## src/rtl/uatx_consts.vh

```
`ifndef UATX_CONSTS_VH
`define UATX_CONSTS_VH
// Register indices on the plain register port
`define UATX_ADDR_TXSC      3'h0
`define UATX_ADDR_RXSC      3'h1
`define UATX_ADDR_BAUDC     3'h2
`define UATX_ADDR_DIVL      3'h3
`define UATX_ADDR_DIVH      3'h4
`define UATX_ADDR_HOLD      3'h5
`define UATX_ADDR_INTEN     3'h6
// transmit_status_control fields
`define UATX_TXSC_NINE      6
`define UATX_TXSC_XMIT      5
`define UATX_TXSC_SYNC      4
`define UATX_TXSC_HSPD      2
`define UATX_TXSC_EMPTY     1
`define UATX_TXSC_D9        0
// receive_status_control fields
`define UATX_RXSC_SERIAL_PORT_ENABLE_BIT      7
// baud_control fields
`define UATX_BAUDC_POL      4
`define UATX_BAUDC_WIDE     3
// Interrupt enable register fields
`define UATX_INTEN_GLOB     2
`define UATX_INTEN_PERI     1
`define UATX_INTEN_XMIT     0
// Reset values
`define UATX_RST_TXSC       8'h02
`define UATX_RST_BYTE       8'h00
// Instruction cycle as system clocks (four oscillator periods)
`define UATX_ICYC_CLKS      2'h3
// Baud divider prescale: low speed 8-bit 64, high or 16-bit 16, both 4
`define UATX_PRE_64         6'h3F
`define UATX_PRE_16         6'h0F
`define UATX_PRE_4          6'h03
// Frame lengths in bits including start and stop
`define UATX_FRAME_8        4'hA
`define UATX_FRAME_9        4'hB
`endif

```

## src/rtl/uatx_top.v

```verilog
// Contract
// (RULE1) Line idles at mark; start bit is space, stop bit is mark.
// (RULE2) Frame: one start, eight or nine data bits, one or more stops.
// (RULE3) Every bit lasts exactly one baud period.
// (RULE4) Data bits go out least significant bit first.
// (RULE5) One shared 8- or 16-bit divider sets the common baud rate.
// (RULE6) No hardware parity; software supplies it in the ninth bit.
// (RULE7) Transmit active only with enable set, sync clear, port enabled.
// (RULE8) Port enable forces the transmit pin to output; code forces it only while transmit enable is also set.
// (RULE9) Disabled transmitter releases the pin for general use.
// (RULE10) Write with empty shifter loads it at once and starts frame.
// (RULE11) Busy shifter: hold character until stop done, then load quickly.
// (RULE12) Polarity bit one inverts idle and data in async mode only; code inverts whenever port and transmit enable are set, sync bit unchecked.
// (RULE13) Buffer-empty flag set when enabled and holding buffer empty.
// (RULE14) Buffer-empty flag sets as soon as transmit enable sets.
// (RULE15) Buffer-empty flag valid by second instruction cycle after write.
// (RULE16) Flag ignores interrupt enable; request needs all three enables.
// (RULE17) Software sets interrupt enable only while data remains.
// (RULE18) Shift-empty bit set when empty, clear from load until done.
// (RULE19) Nine-bit mode sends stored ninth bit; software writes it first.
// (RULE20) Software programs divider, port, mode, enable, then loads data.
// (RULE21) Ninth bit follows data bit seven, before the stop bit.
`include "uatx_consts.vh"
module uatx_top (
  input  wire       core_clk,
  input  wire       arst_n,
  input  wire [2:0] regAddr,
  input  wire [7:0] regWdata,
  input  wire       regWrite,
  input  wire       regRead,
  output reg  [7:0] regRdata_r,
  input  wire       gpioOut,
  input  wire       gpioOe,
  output reg        txPinOut_r,
  output reg        txPinOe_r,
  output reg        txIrq_r,
  output reg        bufEmpty_r,
  output reg        shiftEmpty_r
);
  reg  [7:0] txsc_r;
  reg  [7:0] rxsc_r;
  reg  [7:0] baudc_r;
  reg  [7:0] divLo_r;
  reg  [7:0] divHi_r;
  reg  [2:0] inten_r;
  reg  [8:0] hold_r;
  reg        holdFull_r;
  reg  [1:0] icycCnt_r;
  reg        flagEmpty_r;
  wire       bitTick;
  wire       lineBit;
  wire       busy;
  wire       txOn;
  wire       portOn;
  wire       nineBit;
  wire       load;
  wire       icycTick;
  wire [7:0] statusView;

  function wr_hit;
    input [2:0] addr;
    input [2:0] target;
    input       strobe;
    begin
      wr_hit = strobe && (addr == target);
    end
  endfunction

  assign portOn  = rxsc_r[`UATX_RXSC_SERIAL_PORT_ENABLE_BIT];
  assign txOn    = txsc_r[`UATX_TXSC_XMIT] && !txsc_r[`UATX_TXSC_SYNC] && portOn; // RULE7
  assign nineBit = txsc_r[`UATX_TXSC_NINE];
  assign load    = holdFull_r && !busy && txOn; // RULE10 RULE11
  assign icycTick = (icycCnt_r == `UATX_ICYC_CLKS);

  uatx_baud_gen u_baud (
    .core_clk  (core_clk),
    .arst_n    (arst_n),
    .run       (txOn && busy),
    .wideSel   (baudc_r[`UATX_BAUDC_WIDE]),
    .highSpeed (txsc_r[`UATX_TXSC_HSPD]),
    .divisor   ({divHi_r, divLo_r}),
    .bitTick_r (bitTick)
  ); // RULE3 RULE5

  uatx_shifter u_shift (
    .core_clk  (core_clk),
    .arst_n    (arst_n),
    .enable    (txOn),
    .bitTick   (bitTick),
    .load      (load),
    .loadData  (hold_r),
    .nineBit   (nineBit),
    .lineBit_r (lineBit),
    .busy_r    (busy)
  ); // RULE1 RULE2 RULE4 RULE6 RULE19 RULE21

  // Registers written by software
  always @(posedge core_clk or negedge arst_n) begin
    if (!arst_n) begin
      txsc_r  <= `UATX_RST_BYTE;
      rxsc_r  <= `UATX_RST_BYTE;
      baudc_r <= `UATX_RST_BYTE;
      divLo_r <= `UATX_RST_BYTE;
      divHi_r <= `UATX_RST_BYTE;
      inten_r <= 3'h0;
    end else begin
      if (wr_hit(regAddr, `UATX_ADDR_TXSC, regWrite))
        txsc_r <= regWdata;
      if (wr_hit(regAddr, `UATX_ADDR_RXSC, regWrite))
        rxsc_r <= regWdata;
      if (wr_hit(regAddr, `UATX_ADDR_BAUDC, regWrite))
        baudc_r <= regWdata;
      if (wr_hit(regAddr, `UATX_ADDR_DIVL, regWrite))
        divLo_r <= regWdata;
      if (wr_hit(regAddr, `UATX_ADDR_DIVH, regWrite))
        divHi_r <= regWdata;
      if (wr_hit(regAddr, `UATX_ADDR_INTEN, regWrite))
        inten_r <= regWdata[2:0];
    end
  end

  // Holding buffer: ninth bit captured from control at write time
  always @(posedge core_clk or negedge arst_n) begin
    if (!arst_n) begin
      hold_r     <= 9'h000;
      holdFull_r <= 1'b0;
    end else if (!txOn) begin
      holdFull_r <= 1'b0;
    end else if (wr_hit(regAddr, `UATX_ADDR_HOLD, regWrite)) begin
      hold_r     <= {txsc_r[`UATX_TXSC_D9], regWdata}; // RULE19
      holdFull_r <= 1'b1;
    end else if (load) begin
      holdFull_r <= 1'b0; // RULE10 RULE11
    end
  end

  // Instruction-cycle tick paces the buffer-empty flag clear; setting a clear flag is immediate
  always @(posedge core_clk or negedge arst_n) begin
    if (!arst_n)
      icycCnt_r <= 2'h0;
    else
      icycCnt_r <= icycCnt_r + 2'h1;
  end

  always @(posedge core_clk or negedge arst_n) begin
    if (!arst_n)
      flagEmpty_r <= 1'b0;
    else if (!txOn)
      flagEmpty_r <= 1'b0;
    else if (!flagEmpty_r && !holdFull_r)
      flagEmpty_r <= 1'b1; // RULE14
    else if (icycTick)
      flagEmpty_r <= !(holdFull_r && busy); // RULE13 RULE15
  end

  assign statusView = {txsc_r[7:2], !busy, txsc_r[0]};

  // Outputs and read port
  always @(posedge core_clk or negedge arst_n) begin
    if (!arst_n) begin
      regRdata_r   <= 8'h00;
      txPinOut_r   <= 1'b1;
      txPinOe_r    <= 1'b0;
      txIrq_r      <= 1'b0;
      bufEmpty_r   <= 1'b0;
      shiftEmpty_r <= 1'b1;
    end else begin
      bufEmpty_r   <= flagEmpty_r;
      shiftEmpty_r <= !busy; // RULE18
      txIrq_r      <= flagEmpty_r && (&inten_r); // RULE16
      if (portOn && txsc_r[`UATX_TXSC_XMIT]) begin
        txPinOe_r  <= 1'b1; // RULE8
        txPinOut_r <= lineBit ^ baudc_r[`UATX_BAUDC_POL]; // RULE12
      end else begin
        txPinOe_r  <= gpioOe; // RULE9
        txPinOut_r <= gpioOut;
      end
      if (regRead) begin
        case (regAddr)
          `UATX_ADDR_TXSC:  regRdata_r <= statusView;
          `UATX_ADDR_RXSC:  regRdata_r <= rxsc_r;
          `UATX_ADDR_BAUDC: regRdata_r <= baudc_r;
          `UATX_ADDR_DIVL:  regRdata_r <= divLo_r;
          `UATX_ADDR_DIVH:  regRdata_r <= divHi_r;
          `UATX_ADDR_INTEN: regRdata_r <= {4'h0, flagEmpty_r, inten_r};
          default:          regRdata_r <= 8'h00;
        endcase
      end else begin
        regRdata_r <= 8'h00;
      end
    end
  end
endmodule

```

## src/rtl/uatx_baud_gen.v

```verilog
`include "uatx_consts.vh"
module uatx_baud_gen (
  input  wire        core_clk,
  input  wire        arst_n,
  input  wire        run,
  input  wire        wideSel,
  input  wire        highSpeed,
  input  wire [15:0] divisor,
  output reg         bitTick_r
);
  reg [5:0]  preCnt_r;
  reg [15:0] divCnt_r;
  wire [5:0]  preTop = (wideSel && highSpeed) ? `UATX_PRE_4 :
                       (wideSel || highSpeed) ? `UATX_PRE_16 : `UATX_PRE_64;
  wire [15:0] divTop = wideSel ? divisor : {8'h00, divisor[7:0]};
  wire        preWrap = (preCnt_r >= preTop);
  always @(posedge core_clk or negedge arst_n) begin
    if (!arst_n) begin
      preCnt_r  <= 6'h00;
      divCnt_r  <= 16'h0000;
      bitTick_r <= 1'b0;
    end else if (!run) begin
      // One count in: the start bit leaves on the load edge, the same edge run rises, a clock before run is first sampled high
      preCnt_r  <= 6'h01;
      divCnt_r  <= 16'h0000;
      bitTick_r <= 1'b0;
    end else begin
      bitTick_r <= 1'b0;
      if (preWrap) begin
        preCnt_r <= 6'h00;
        if (divCnt_r >= divTop) begin
          divCnt_r  <= 16'h0000;
          bitTick_r <= 1'b1;
        end else begin
          divCnt_r <= divCnt_r + 16'h0001;
        end
      end else begin
        preCnt_r <= preCnt_r + 6'h01;
      end
    end
  end
endmodule

```

## src/rtl/uatx_shifter.v

```verilog
`include "uatx_consts.vh"
module uatx_shifter (
  input  wire       core_clk,
  input  wire       arst_n,
  input  wire       enable,
  input  wire       bitTick,
  input  wire       load,
  input  wire [8:0] loadData,
  input  wire       nineBit,
  output reg        lineBit_r,
  output reg        busy_r
);
  reg [9:0] shift_r;
  reg [3:0] bitsLeft_r;
  always @(posedge core_clk or negedge arst_n) begin
    if (!arst_n) begin
      shift_r    <= 10'h3FF;
      bitsLeft_r <= 4'h0;
      lineBit_r  <= 1'b1;
      busy_r     <= 1'b0;
    end else if (!enable) begin
      shift_r    <= 10'h3FF;
      bitsLeft_r <= 4'h0;
      lineBit_r  <= 1'b1;
      busy_r     <= 1'b0;
    end else if (load && !busy_r) begin
      // Start bit goes out now; data follows LSb first, then stop
      lineBit_r  <= 1'b0;
      shift_r    <= nineBit ? {1'b1, loadData} : {2'b11, loadData[7:0]};
      bitsLeft_r <= nineBit ? (`UATX_FRAME_9 - 4'h1) : (`UATX_FRAME_8 - 4'h1);
      busy_r     <= 1'b1;
    end else if (busy_r && bitTick) begin
      if (bitsLeft_r == 4'h0) begin
        busy_r    <= 1'b0;
        lineBit_r <= 1'b1;
      end else begin
        lineBit_r  <= shift_r[0];
        shift_r    <= {1'b1, shift_r[9:1]};
        bitsLeft_r <= bitsLeft_r - 4'h1;
      end
    end
  end
endmodule

```

## config.mk

```make
export PLATFORM = sky130hd
export DESIGN_NAME = uatx_top
export DESIGN_NICKNAME = d
export VERILOG_FILES = /design/src/rtl/uatx_top.v /design/src/rtl/uatx_baud_gen.v /design/src/rtl/uatx_shifter.v
export VERILOG_INCLUDE_DIRS = /design/src /design/src/rtl
export SDC_FILE = /design/constraint.sdc
export NUM_CORES = 1
export LEC_CHECK = 0
export ABC_CLOCK_PERIOD_IN_PS = 3200
export CAP_MARGIN = 40
export CORE_MARGIN = 2
export CORE_UTILIZATION = 60
export DETAILED_ROUTE_END_ITERATION = 10
export DONT_BUFFER_PORTS = 1
export PLACE_DENSITY = 0.76
export SETUP_SLACK_MARGIN = 0.3
export SLEW_MARGIN = 20
export SYNTH_ARGS = -nofsm -noshare
export SYNTH_HDL_FRONTEND = slang
export SYNTH_SLANG_ARGS = --single-unit
```

## constraint.sdc

```tcl
create_clock -name core_clk -period 3.2 [get_ports core_clk]
set_input_delay 0.64 -clock core_clk [delete_from_list [all_inputs] [get_ports core_clk]]
set_output_delay 0.64 -clock core_clk [all_outputs]
set_load 0.02 [all_outputs]
```

# Yosys cells after proc, flatten, opt, wreduce, memory -nomap -nowiden
# Cells that the tools add are included.
word_totals:
  ff_bits: 108
  in_bits: 17
  out_inout_bits: 13
  elab_cells: 113
op_classes:
  n_addsub: 4
  magnitude_cmp: 2
  n_eq_ne: 13
  muxes: 39
  bitwise: 1
  reduce_logical: 31
op_table:
  columns: ["op", "n"]
  rows:
  - ["16-bit two-way mux", 4]
  - ["8-bit case mux with 6 select lines", 1]
  - ["10-bit two-way mux", 4]
  - ["6-bit two-way mux", 4]
  - ["1-bit logical AND", 19]
  - ["1-bit two-way mux", 19]
  - ["16-bit by 1-bit adder with 16-bit output (second input constant)", 1]
  - ["16-bit greater-or-equal comparator", 1]
  - ["4-bit two-way mux", 4]
  - ["3-bit by 1-bit inequality test with 1-bit output (second input constant)", 4]
  - ["3-bit equality test (second input constant)", 3]
  - ["9-bit two-way mux", 1]
  - ["8-bit two-way mux", 1]
  - ["6-bit by 1-bit adder with 6-bit output (second input constant)", 1]
  - ["3-bit by 2-bit equality test with 1-bit output (second input constant)", 2]
  - ["6-bit greater-or-equal comparator", 1]
  - ["2-bit AND reduction", 3]
  - ["1-bit zero test", 5]
  - ["4-bit zero test", 1]
  - ["4-bit by 1-bit subtractor with 4-bit output (second input constant)", 1]
  - ["3-bit by 1-bit equality test with 1-bit output (second input constant)", 1]
  - ["3-bit zero test", 1]
  - ["3-bit by 2-bit inequality test with 1-bit output (second input constant)", 1]
  - ["3-bit AND reduction", 1]
  - ["other kinds (6)", 6]

# Logic depth before layout (Yosys ltp)
# Gate-level depths: netlist of run 1.
logic_depth:
  word_depth: 7
  ltp_mapped: 9
  ltp_nobuf: 7

# Modules after synthesis
# A second synthesis of run 1 with hierarchy kept.
unflattened:
  hier_cells: 446
  area_unflattened_um2: 5333.9
modules_own_cells:
  columns: ["mod", "n_inst", "cells_each", "area_each_um2", "seq_area_each_um2"]
  rows:
  - ["uatx_top", 1, 197, 2912.8, 1704.1]
  - ["uatx_baud_gen", 1, 180, 1632.8, 575.6]
  - ["uatx_shifter", 1, 69, 788.3, 387.9]

# Worst setup path after synthesis of run 1
# OpenSTA, ideal clock, no wires.
synth_path:
  path_type: "flip-flop to flip-flop"
  start: "register baudc_r[3]"
  end: "register u_baud.divCnt_r[8]"
  setup_time_ns: 0.087
  arrival_ns: 2.311
  required_ns: 3.113
  slack_ns: 0.802
  stages_incl_launch_ff: 9
  n_path_buf: 1
  synth_period_minus_slack_ns: 2.398
  cell_sequence: "dfrtp_1 > clkbuf_1 > or2_2 > ha_1 > nand3_1 > o21ai_4 > nor2_4 > or4_4 > a211oi_2"
synth_between:
  elab_chain_len: 5
  elab_cells_between_ends: 11
  cone_classes: "2 x order compare; 1 x eq/ne; 6 x mux; 2 x reduce/logical"
synth_lines:
  columns: ["item", "line_no", "rtl"]
  rows:
  - ["start: declaration", "uatx_top.v:42", "reg [7:0] baudc_r;"]
  - ["start signal: assignment", "uatx_top.v:102", "baudc_r <= `UATX_RST_BYTE;"]
  - ["start signal: assignment", "uatx_top.v:112", "baudc_r <= regWdata;"]
  - ["16-bit two-way mux / 1-bit logical OR (equally long branches)", "uatx_baud_gen.v:15, uatx_baud_gen.v:14", null]
  - ["16-bit greater-or-equal comparator / 6-bit two-way mux (equally long branches)", null, null]
  - ["16-bit two-way mux / 6-bit two-way mux (equally long branches)", null, null]
  - ["16-bit two-way mux / 6-bit greater-or-equal comparator (equally long branches)", "uatx_baud_gen.v:29, uatx_baud_gen.v:16", null]
  - ["16-bit two-way mux / 2-bit inequality test (equally long branches)", null, null]
  - ["end signal: assignment", "uatx_baud_gen.v:35", "divCnt_r <= divCnt_r + 16'h0001;"]
  - ["end: declaration", "uatx_baud_gen.v:12", "reg [15:0] divCnt_r;"]
# Parallel ways exist; a longest one is shown, timed or not. The select of a mux whose other input is x is not followed.
# A chain may end at the register's enable or synchronous reset.

# Worst setup path after layout of run 1
layout_path:
  start: "register baudc_r[3]"
  end: "register u_baud.divCnt_r[6]"
# Same word-level chain as after synthesis.

==> summary.txt, run 1 <==
Status
  • Status: complete, no violations

Pwr
  • Peak supply drop: 0.2780 mV
  • Power per standard cell area: 524.1 nW/um^2
  • Pleak: ~2.4 nW

Route
  • Avg WL per Cell: just under 20 um
  • Vias per std cell: between 6 and 7
  • Iter 0 DRT Violations: between 200 and 250
  • Final WL: 11290 um
  • Vias post-DR: ~3700
  • DRC viols: 0
  • 1st-pass router iterations: 4
  • Final ANT Viol Nets: 0

STA
  • Worst Hold Slack: about 100 ps
  • Fin crit period: between 2000 and 3000 ps
  • RSZ-0062 raised after global routing: false
  • Max Clk Rate: ~390 MHz
  • Final WS setup: 626.2 ps
  • Hold Vio Cnt, Final: 0
  • Clock skew: between 10 and 15 ps
  • Setup-failing EPs final: 0
  • Relative slew slack: 44.84%
  • Final period util: 80.43%
  • Final TNS setup: 0 ps
  • Measured slew at the worst slew-check pin: slightly above 800 ps
  • Slew Limit Fails: 0

Floorplan
  • Die area: approximately 9600 um^2
  • DIE HEIGHT: 98.18 um
  • Number of cell rows: 34
  • DIE WIDTH: roughly 100 um
  • CORE AREA: approximately 8700 um^2
  • Initial Util: approximately three fifths
  • IO Pins: 30

CTS
  • Maximum clock insertion buffer count: 2
  • Insertion delay to the later sink of the worst-skew pair: between 300 and 400 ps
  • Max H-tree Level: 3
  • Post-CTS sizing: 0
  • Sink Count: around 110
  • CTS tree: yes
  • Num CTS Buffers: 9
  • CTS root buf: clkbuf_8
  • Worst-path clk slew: between 100 and 150 ps

Critical path
  • CP required: 3490 ps
  • Register-to-register setup slack: approximately 630 ps
  • RR Startpoint: baudc_r[3]
  • CP Class: reg2reg
  • Crit path max-delay cell type: dfrtp_1
  • R2r worst-path depth: 7
  • Critical Path AT: between 2000 and 3000 ps
  • Family with the most delay on the worst path: simple AND/OR/NAND/NOR gates
  • Worst path buffer plus inverter count: 0
  • Critical Path End Type: flip-flop
  • Origin of the worst setup path: baudc_r[3]
  • Crit Path Max Fanout: 12
  • Worst-path cell chain: or2_2 > ha_1 > nand3_1 > o21ai_4 > o211ai_1 > or3_1 > a211oi_1
  • Slowest cell delay on critical path: ~510 ps
  • Startpoint Class: flip-flop
  • Reg2reg end: u_baud.divCnt_r[6]

Layout
  • # nets final: slightly above 500
  • P&R area growth vs syn: 6.302%
  • Layout cell share with drive strength beyond 1: a little over a fifth
  • Diode count: 0

Logic synthesis
  • Synth Register Bits: roughly 110
  • Cell area after synthesis: approximately 5300 um^2
  • Syn nets: 511
  • Syn avg cell area: 11.35 um^2
  • Synth Flop Type: dfrtp_1
  • Count of different cell masters after synthesis: 54
  • Area contributors post-synth: dfrtp_1 44%, mux2_2 11%, dfstp_2 5.9%, ha_1 5.9%, a211oi_1 2.4%
  • Synth warn: 0
  • Cells after synthesis: about 470
  • Synth top area share: 44.20%
  • Cell taking the most area after synthesis: dfrtp_1
  • Seq/Total Area, Yosys: 50.13%
  • Post-synth ARST share: 100.0%
  • Post-synth EDFFs: 0

Global routing
  • GR Util All Layers: about a quarter
  • Initial antenna violation count: 0
  • Global route overflow: 0
  • Vias in the first global route: ~3600
  • Largest net degree at the start of global routing: 95
  • First-pass GRT wire length: about 19000 um

Job
  • Maxcap violations: 0

Place
  • Port bufs: 0
  • Routability congestion estimate: around 0.8
  • Hpwl dp: 7694 um
  • Pre-CTS setup slack: about 640 ps

Hold path
  • Hold Crit Class: in2async
-- logic make-up (layout without fill, tap and decap cells) --
kind of cell | after synthesis | in the layout | synth area share [%]
AO/OA/AOI/OAI | 84 | 84 | 10.44
XOR/XNOR | 14 | 14 | 2.304
adder cells (fa/ha/maj) | 25 | 25 | 5.878
buffers and inverters | 29 | 33 | 2.351
flip-flops | 106 | 106 | 50.13
multiplexers | 63 | 63 | 13.99
AND/OR/NAND/NOR | 148 | 148 | 14.91
-- cells in the mapped netlist (5+ instances only) --
master	n
dfstp_2	12
dfrtp_1	94
xor2_1	9
a211oi_1	17
ha_1	25
a21oi_1	15
o21ai_0	24
or3_1	7
clkbuf_1	6
nor2b_1	13
nor3_1	12
nand4_1	5
nand2b_1	6
inv_1	13
nand2_1	33
mux2_2	51
buf_2	7
mux2i_1	8
nand3_1	16
nor2_1	29
xnor2_1	5
-- metal layers --
| layer | global-route usage (%) | wire (um) |
|---|---|---|
| met1 | 35.00 | 5265 |
| met2 | 38.72 | 5363 |
| met3 | 5.154 | 545 |
| met4 | 7.376 | 116 |
| met5 | 0 | 0 |
-- worst reg2reg max path, cell delays in order (launching register included) --
cell and delay (ps):
dfrtp_1 510, or2_2 370, ha_1 330, nand3_1 160
o21ai_4 320, o211ai_1 210, or3_1 350, a211oi_1 260
-- report_power, final --
group	total (mW)	switching, mW	internal [mW]
sequential	1.64	0.141	1.50
clock	0.934	0.465	0.468
combinational	0.388	0.178	0.210
total	2.96	0.784	2.18
-- through the flow --
| stage | area (um^2) | power (mW) | instances | utilization [%] |
|---|---|---|---|---|
| 6_report | 5657 | 2.965 | 581 | 65.18 |
| 5_1_grt | 5657 | 3.089 | 581 | 65.18 |
| 4_1_cts | 5657 | 2.975 | 581 | 65.18 |
| 3_5_place_dp | 5403 | 2.027 | 564 | 62.25 |
| 3_3_place_gp | 5403 | 2.001 | 564 | 62.25 |
| 2_1_floorplan | 5321 | 1.939 | 469 | - |
-- placed cells by master (no fill, tap or decap), types with 3 or more instances in the layout --
master     netlist  layout
or3_1            7       7
o21ai_0         24      24
nand2b_1         6       6
ha_1            25      25
nand4_1          5       5
dfrtp_1         94      94
nand2_1         33      33
nand3_1         16      16
o2111ai_1        3       3
mux4_2           4       4
o211ai_1         3       3
and2_1           3       3
buf_4            0       3
mux2_2          51      51
xor2_1           9       9
inv_1           13      13
clkbuf_8         0      10
nor3_1          12      12
a31oi_1          4       4
nor2b_1         13      13
o31ai_1          4       4
nor2_1          29      29
dfstp_2         12      12
a21oi_1         15      15
mux2i_1          8       8
a211oi_1        17      17
xnor2_1          5       5
-- what timing repair did --
action                    in CTS  in global routing
hold buffers                   1                  0
buffers inserted               0                  0
hold endpoints to repair      94                  0
-- state kept, by name, summed over array words and instances (netlist names), 2 cells and up --
register / flops
divLo_r: 8
icycCnt_r: 2
txsc_r: 7
divHi_r: 8
hold_r: 9
baudc_r: 8
inten_r: 3
regRdata_r: 8
rxsc_r: 8
u_baud.preCnt_r: 6
u_shift.bitsLeft_r: 4
u_shift.shift_r: 9
u_baud.divCnt_r: 16
-- how the worst max path moves through the flow --
stage                         endpoint  depth (start not counted)
floorplan           u_baud.divCnt_r[8]                          8
global placement    u_baud.divCnt_r[8]                          7
detailed placement  u_baud.divCnt_r[6]                          7
CTS                 u_baud.divCnt_r[6]                          7
global route        u_baud.divCnt_r[5]                          8
finish              u_baud.divCnt_r[6]                          7
-- cell type report --
| cell class | instances | area, um^2 |
|---|---|---|
| fillers | 666 | 3022 |
| flip-flops and latches | 106 | 2668 |
| multi-input cells | 334 | 2529 |
| clock buffers | 11 | 141.4 |
| well taps | 108 | 135.1 |
| clock inverters | 5 | 85.08 |
| repair buffers | 4 | 50.05 |
| inverters | 13 | 48.80 |
Note: power is estimated with default switching activity, not from simulation.
==> inputs of run 2 (changes only) <==
--- a/config.mk
+++ b/config.mk
@@ -6,7 +6,7 @@
 export SDC_FILE = /design/constraint.sdc
 export NUM_CORES = 1
 export LEC_CHECK = 0
-export ABC_CLOCK_PERIOD_IN_PS = 3200
+export ABC_CLOCK_PERIOD_IN_PS = 2400
 export CAP_MARGIN = 40
 export CORE_MARGIN = 2
 export CORE_UTILIZATION = 60
==> constraint.sdc (replaced) <==
create_clock -name core_clk -period 2.4 [get_ports core_clk]
set_input_delay 0.48 -clock core_clk [delete_from_list [all_inputs] [get_ports core_clk]]
set_output_delay 0.48 -clock core_clk [all_outputs]
set_load 0.02 [all_outputs]
==> run 2 against run 1 <==
Effect of this change: the run now ends with negative hold slack left; sequential share of layout area fell by 2.6 points; routed wire length rose by 7.6%; die area did not move; worst hold slack got worse by 330 ps; cell area rose by 6.0%; clock power rose by 20%; clock skew fell by 2.8 ps.
==> summary.txt, run 2 (synthesis results as in run 1) <==
Pwr
  • Sw Ratio: 29.30% (was 26.45%)
  • Total Power: 3.892 mW (was 2.965 mW)
  • Internal power: 2.752 mW (was 2.181 mW)
  • Flop pwr share: 56.3% (was 55.4%)
  • Power per standard cell area: 649.3 nW/um^2 (was 524.1 nW/um^2)
  • Comb power frac: 15.0% (was 13.1%)
  • P_sw: 1.141 mW (was 0.7843 mW)
  • Pleak: 2.502 nW (was 2.374 nW)
  • Peak supply drop: 0.4231 mV (was 0.2780 mV)
  • Clock power frac: 28.7% (was 31.5%)

Place
  • Routability congestion estimate: 0.8724 (was 0.8022)
  • Hpwl dp: 8045 um (was 7694 um)
  • DP Area: 5494 um^2 (was 5403 um^2)
  • Port bufs: 0 (unchanged)

Hold path
  • Hold Crit Class: in2async (unchanged)

CTS
  • Maximum clock insertion buffer count: 2 (unchanged)
  • Num CTS Buffers: 9 (unchanged)
  • CTS root buf: clkbuf_8 (unchanged)
  • Sink Count: 106 (unchanged)
  • Max H-tree Level: 3 (unchanged)
  • CTS tree: yes (unchanged)
  • Insertion delay to the later sink of the worst-skew pair: 390 ps (was 380 ps)
  • Worst-path clk slew: 110 ps (about the same)

STA
  • RSZ-0062 raised after global routing: true (was false)
  • Fin crit period: 2242 ps (was 2574 ps)
  • Measured slew at the worst slew-check pin: 669.1 ps (was 822.9 ps)
  • Final TNS setup: 0 ps (unchanged)
  • Worst Hold Slack: -225.2 ps (was 99.81 ps)
  • Hold Vio Cnt, Final: 106 (was 0)
  • Slew Limit Fails: 0 (unchanged)
  • Clock skew: 11.71 ps (was 14.46 ps)
  • Max Clk Rate: 446.1 MHz (was 388.5 MHz)
  • Final period util: 93.40% (was 80.43%)
  • Relative slew slack: 55.15% (was 44.84%)
  • Setup-failing EPs final: 0 (unchanged)

Job
  • Maxcap violations: 0 (unchanged)

Critical path
  • CP Class: reg2reg (unchanged)
  • Startpoint Class: flip-flop (unchanged)
  • Critical Path AT: 2550 ps (was 2860 ps)
  • Crit Path Max Fanout: 4 (was 12)
  • CP required: 2700 ps (was 3490 ps)
  • Critical Path End Type: flip-flop (unchanged)

Floorplan
  • Initial Util: 61.32% (unchanged)
  • DIE HEIGHT: 98.18 um (unchanged)
  • DIE WIDTH: 98.18 um (unchanged)
  • Number of cell rows: 34 (unchanged)
  • Die area: 9638 um^2 (unchanged)
  • CORE AREA: 8678 um^2 (unchanged)
  • IO Pins: 30 (unchanged)

Route
  • Vias per std cell: 6.408 (was 6.308)
  • Vias post-DR: 3864 (was 3665)
  • DRC viols: 0 (unchanged)
  • 1st-pass router iterations: 5 (was 4)
  • Final WL: 12150 um (was 11290 um)
  • Final ANT Viol Nets: 0 (unchanged)
  • Avg WL per Cell: 20.15 um (was 19.43 um)
  • Iter 0 DRT Violations: 283 (was 245)

Status
  • Failing checks: negative hold slack
  • Status: finished with violations (was complete, no violations)

Global routing
  • Global route overflow: 0 (unchanged)
  • Largest net degree at the start of global routing: 107 (was 95)
  • Initial antenna violation count: 0 (unchanged)
  • Vias in the first global route: 3905 (was 3575)
  • GR Util All Layers: 25.77% (was 24.64%)
  • First-pass GRT wire length: 19640 um (was 18790 um)

Layout
  • Commonest non-fill, non-tap cell in the layout: dfrtp_1 (unchanged)
  • # nets final: 532 (was 510)
  • Most frequent cells in the layout: 93 x dfrtp_1, 51 x mux2_2, 31 x nand2_1 (was 94 x dfrtp_1, 51 x mux2_2, 33 x nand2_1)
  • Most flop-heavy register: u_baud.divCnt_r (unchanged)
  • Layout cell share with drive strength beyond 1: 30.71% (was 21.78%)
  • P&R area growth vs syn: 12.65% (was 6.302%)
  • Diode count: 0 (unchanged)
  • Final instance area: 5995 um^2 (was 5657 um^2)
  • Largest regs: u_baud.divCnt_r (16), hold_r (9), u_shift.shift_r (9) (unchanged)
  • Number of flip-flops in the largest register: 16 (unchanged)
  • Final core occ: 69.07% (was 65.18%)
run 2: cell types whose count changed in the layout (fill, tap and decap cells not counted), sizes merged:
cell	change
clkbuf	-2
bufinv	-2
buf	+22
inv	+2
clkinv	+2
run 2: area by class of cell:
cell class,count,area [um^2]
clock inverter,7,80.08
sequential,106,2669
fill,648,2684
multi-input combinational,334,2724
timing repair buffer,26,214.0
inverter,13,48.80
clock buffer,9,123.9
tap,108,135.1
run 2: critical path, stage by stage, from the launching register on:
cell      delay (ps)
dfrtp_2          460
or2_4            270
ha_4             300
nand3_4           80
o21ai_4          230
o21ai_4           90
buf_6            140
or4_1            410
a211oi_2         180
run 2: worst paths after layout:
| check | start | endpoint | slack, ps | depth (start not counted) |
|---|---|---|---|---|
| worst min register to register | icycCnt_r[0] | icycCnt_r[0] | 430 | 1 |
| min in group core_clk | gpioOe | txPinOe_r | 190 | 1 |
| worst max-delay path | baudc_r[3] | u_baud.divCnt_r[11] | 160 | 8 |
| max in group asynchronous | arst_n | u_shift.shift_r[1] | 2420 | 0 |
| worst max register to register | baudc_r[3] | u_baud.divCnt_r[11] | 160 | 8 |
| worst min-delay path | arst_n | baudc_r[6] | -230 | 0 |
run 2: metal layers:
metal	vias to the layer above	wire, um	track usage, %
met5	-	0	0
met4	0	292	9.800
met3	28	865	6.442
met2	151	5753	40.15
met1	1941	5240	35.31
li1	1744	-	-
run 2: what timing repair did:
action                                 in CTS  in global routing
setup endpoints to repair                  17                 16
buffers inserted                           13                  4
pin swaps                                   9                 10
gates resized for setup                    15                 20
endpoints found under the hold margin     106                106
cloned                                      0                  1
run 2: metrics by stage:
step	hold slack, ps	cells	setup WS, ps
finish	-225.2	603	158.4
global route	-254.9	603	55.01
CTS	-241.2	598	204.0
detailed placement	188.8	569	30.35
global placement	188.6	569	118.7
floorplan	184.4	469	209.6
run 2: power groups by stage:
| stage | registers (mW) | logic, mW | clock network (mW) |
|---|---|---|---|
| global placement | 2.22 | 0.482 | 0 |
| detailed placement | 2.23 | 0.515 | 0 |
| finish | 2.19 | 0.585 | 1.12 |
| floorplan | 2.16 | 0.457 | 0 |
| global route | 2.22 | 0.648 | 1.21 |
| CTS | 2.19 | 0.554 | 1.14 |
==> inputs of run 3 (changes only) <==
--- a/config.mk
+++ b/config.mk
@@ -6,6 +6,7 @@
 export SDC_FILE = /design/constraint.sdc
 export NUM_CORES = 1
 export LEC_CHECK = 0
+export ABC_AREA = 1
 export ABC_CLOCK_PERIOD_IN_PS = 2400
 export CAP_MARGIN = 40
 export CORE_MARGIN = 2
==> run 3 against run 2 <==
Effect of this change: the flow still finishes with violations (negative hold slack); synthesized cell count is 31% higher; cell area is 2.8% lower; worst hold slack better by 7.1 ps.
==> summary.txt, run 3 <==
Floorplan
  • Number of cell rows: 34 (unchanged)
  • DIE WIDTH: 98.30 um (was 98.18 um)
  • IO Pins: 30 (unchanged)
  • DIE HEIGHT: 98.30 um (was 98.18 um)
  • CORE AREA: 8678 um^2 (unchanged)
  • Initial Util: 61.48% (was 61.32%)
  • Die area: 9662 um^2 (was 9638 um^2)

Layout
  • # nets final: 673 (was 532)
  • Layout cell share with drive strength beyond 1: 13.68% (was 30.71%)
  • Number of flip-flops in the largest register: 16 (unchanged)
  • Multi-input logic area: 2422 um^2 (was 2724 um^2)
  • Reg area: 2668 um^2 (was 2669 um^2)
  • Commonest non-fill, non-tap cell in the layout: nand2_1 (was dfrtp_1)
  • FILL cells: 701 (was 648)
  • Diode count: 0 (unchanged)
  • P&R area growth vs syn: 9.240% (was 12.65%)
  • Final core occ: 67.16% (was 69.07%)
  • Most flop-heavy register: u_baud.divCnt_r (unchanged)
  • Largest regs: u_baud.divCnt_r (16), hold_r (9), u_shift.shift_r (9) (unchanged)
  • Most frequent cells in the layout: 165 x nand2_1, 94 x dfrtp_1, 66 x o21ai_0 (was 93 x dfrtp_1, 51 x mux2_2, 31 x nand2_1)

Job
  • Maxcap violations: 0 (unchanged)

Logic synthesis
  • Synth Register Bits: 106 (unchanged)
  • Syn avg cell area: 8.675 um^2 (was 11.35 um^2)
  • Area contributors post-synth: dfrtp_1 44%, nand2_1 12%, o21ai_0 6.2%, dfstp_2 5.9%, ha_1 5.9% (was dfrtp_1 44%, mux2_2 11%, dfstp_2 5.9%, ha_1 5.9%, a211oi_1 2.4%)
  • Post-synth ARST share: 100.0% (unchanged)
  • Synth Flop Type: dfrtp_1 (unchanged)
  • Cells after synthesis: 615 (was 469)
  • Cell taking the most area after synthesis: dfrtp_1 (unchanged)
  • Post-synth EDFFs: 0 (unchanged)
  • Synth top area share: 44.09% (was 44.20%)
  • Cell area after synthesis: 5335 um^2 (was 5321 um^2)
  • Syn nets: 657 (was 511)
  • Synth top cells by count: 166 x nand2_1, 94 x dfrtp_1, 66 x o21ai_0 (was 94 x dfrtp_1, 51 x mux2_2, 33 x nand2_1)
  • Seq/Total Area, Yosys: 50.00% (was 50.13%)
  • Synth warn: 0 (unchanged)
  • Count of different cell masters after synthesis: 44 (was 54)
  • Cell with the most instances after synthesis: nand2_1 (was dfrtp_1)

Critical path
  • CP required: 2700 ps (about the same)
  • Startpoint Class: flip-flop (unchanged)
  • CP Class: reg2reg (unchanged)
  • Crit Path Max Fanout: 7 (was 4)
  • Critical Path End Type: flip-flop (unchanged)
  • Register-to-register setup slack: 390 ps (was 160 ps)
  • Critical Path AT: 2310 ps (was 2550 ps)

CTS
  • Num CTS Buffers: 9 (unchanged)
  • Max H-tree Level: 3 (unchanged)
  • Worst-path clk slew: 110 ps (about the same)
  • Maximum clock insertion buffer count: 2 (unchanged)
  • Sink Count: 106 (unchanged)
  • CTS tree: yes (unchanged)
  • Insertion delay to the later sink of the worst-skew pair: 380 ps (was 390 ps)
  • CTS root buf: clkbuf_8 (unchanged)

Pwr
  • Clock power frac: 31.0% (was 28.7%)
  • Sw Ratio: 29.53% (was 29.30%)
  • Pleak: 2.696 nW (was 2.502 nW)
  • Power per standard cell area: 661.1 nW/um^2 (was 649.3 nW/um^2)
  • Peak supply drop: 0.4093 mV (was 0.4231 mV)
  • Comb power frac: 13.1% (was 15.0%)
  • P_sw: 1.138 mW (was 1.141 mW)
  • Flop pwr share: 55.9% (was 56.3%)
  • Internal power: 2.715 mW (was 2.752 mW)

STA
  • Measured slew at the worst slew-check pin: 478.0 ps (was 669.1 ps)
  • Worst Hold Slack: -218.1 ps (was -225.2 ps)
  • Relative slew slack: 68.06% (was 55.15%)
  • Slew Limit Fails: 0 (unchanged)
  • Clock skew: 15.85 ps (was 11.71 ps)
  • Hold Vio Cnt, Final: 106 (unchanged)
  • Final period util: 83.77% (was 93.40%)
  • RSZ-0062 raised after global routing: true (unchanged)
  • Final TNS setup: 0 ps (unchanged)
  • Fin crit period: 2011 ps (was 2242 ps)
  • Setup-failing EPs final: 0 (unchanged)
  • Max Clk Rate: 497.4 MHz (was 446.1 MHz)

Route
  • DRC viols: 0 (unchanged)
  • 1st-pass router iterations: 5 (unchanged)
  • Final ANT Viol Nets: 0 (unchanged)
  • Vias per std cell: 5.813 (was 6.408)
  • Final WL: 12530 um (was 12150 um)
  • Vias post-DR: 4325 (was 3864)
  • Avg WL per Cell: 16.84 um (was 20.15 um)
  • Iter 0 DRT Violations: 341 (was 283)

Global routing
  • Vias in the first global route: 4146 (was 3905)
  • Initial antenna violation count: 0 (unchanged)
  • GR Util All Layers: 26.59% (was 25.77%)
  • Largest net degree at the start of global routing: 107 (unchanged)
  • First-pass GRT wire length: 20320 um (was 19640 um)
  • Global route overflow: 0 (unchanged)

Place
  • Hpwl dp: 8336 um (was 8045 um)
  • Routability congestion estimate: 0.8915 (was 0.8724)
  • Port bufs: 0 (unchanged)

Hold path
  • Hold Crit Class: in2async (unchanged)

Status
  • Status: finished with violations (unchanged)
  • Failing checks: negative hold slack (unchanged)
[run 3: changes by cell type after synthesis, moves of 7 or more]
cell and change:
nor2b_1 -13, nand2_1 +133, o21ai_1 +18, a21oi_1 +10, o21bai_1 +7, a211oi_1 -15, inv_1 +49, nor3_1 -10
o21ai_0 +42, mux2i_1 -8, or3_1 -7, mux2_2 -51
[run 3: critical path, cell delays in order, from the launching register on]
cell	delay, ps
dfrtp_1	430
nand2_1	80
inv_1	50
ha_1	310
nand2_1	80
inv_1	70
o21ai_4	180
buf_4	170
nand4_2	220
buf_4	220
a21oi_1	130
[run 3: power groups by stage]
stage,registers (mW),logic (mW),clock network [mW]
6_report,2.15,0.506,1.19
5_1_grt,2.17,0.580,1.28
4_1_cts,2.15,0.489,1.21
3_5_place_dp,2.18,0.481,0
3_3_place_gp,2.17,0.450,0
2_1_floorplan,2.14,0.373,0
[run 3: layer usage]
layer / GRT usage (%) / routed length [um] / vias up / share of wire [%]
li1: - / - / 2085 / -
met1: 38.14 / 5594 / 2078 / 45
met2: 40.66 / 5934 / 144 / 47
met3: 6.371 / 782 / 18 / 6.2
met4: 8.008 / 214 / 0 / 1.7
met5: 0 / 0 / - / 0
[run 3: area by class of cell]
cell class / instances / area share (%)
Sequential cell: 106 / 45.77
Multi-Input combinational cell: 429 / 41.56
Inverter: 69 / 4.530
Clock buffer: 10 / 2.362
Tap cell: 108 / 2.319
Timing Repair Buffer: 16 / 2.125
Clock inverter: 6 / 1.331
[run 3: through the flow]
step | setup WS, ps | power [mW] | area [um^2] | cells | hold WS, ps
after global placement | 356.8 | 2.624 | 5424 | 714 | 187.2
final | 389.4 | 3.853 | 5828 | 744 | -218.1
after global routing | 270.7 | 4.036 | 5828 | 744 | -248.1
after CTS | 302.8 | 3.846 | 5679 | 732 | -237.6
after detailed placement | 274.1 | 2.659 | 5424 | 714 | 186.9
after floorplan | 352.9 | 2.512 | 5335 | 615 | 184.4
[run 3: kinds of logic after synthesis]
family                     after synthesis  share of synthesized area (%)
buffers and inverters                   83                          6.520
xor gates and xnor gates                 4                         0.6568
adders and majority gates               25                          5.863
DFF                                    106                          50.00
AOI/OAI and AO/OA                      147                          15.67
and+or+nand+nor                        250                          21.29
[run 3: final timing paths]
| check | start | endpoint | depth (start not counted) |
|---|---|---|---|
| min in group core_clk | gpioOe | txPinOe_r | 2 |
| worst min register to register | flagEmpty_r | bufEmpty_r | 0 |
| worst min-delay path | arst_n | u_shift.bitsLeft_r[2] | 0 |
| worst max register to register | txsc_r[2] | u_baud.divCnt_r[4] | 10 |
| max in group asynchronous | arst_n | u_shift.lineBit_r | 0 |
| worst max-delay path | txsc_r[2] | u_baud.divCnt_r[4] | 10 |
[run 3: timing repair]
action | CTS | global route
endpoints found under the setup margin | 11 | 17
cloned | 1 | 2
pin swaps | 1 | 8
hold endpoints to repair | 106 | 106
setup buffers | 1 | 10
resized for setup | 4 | 8
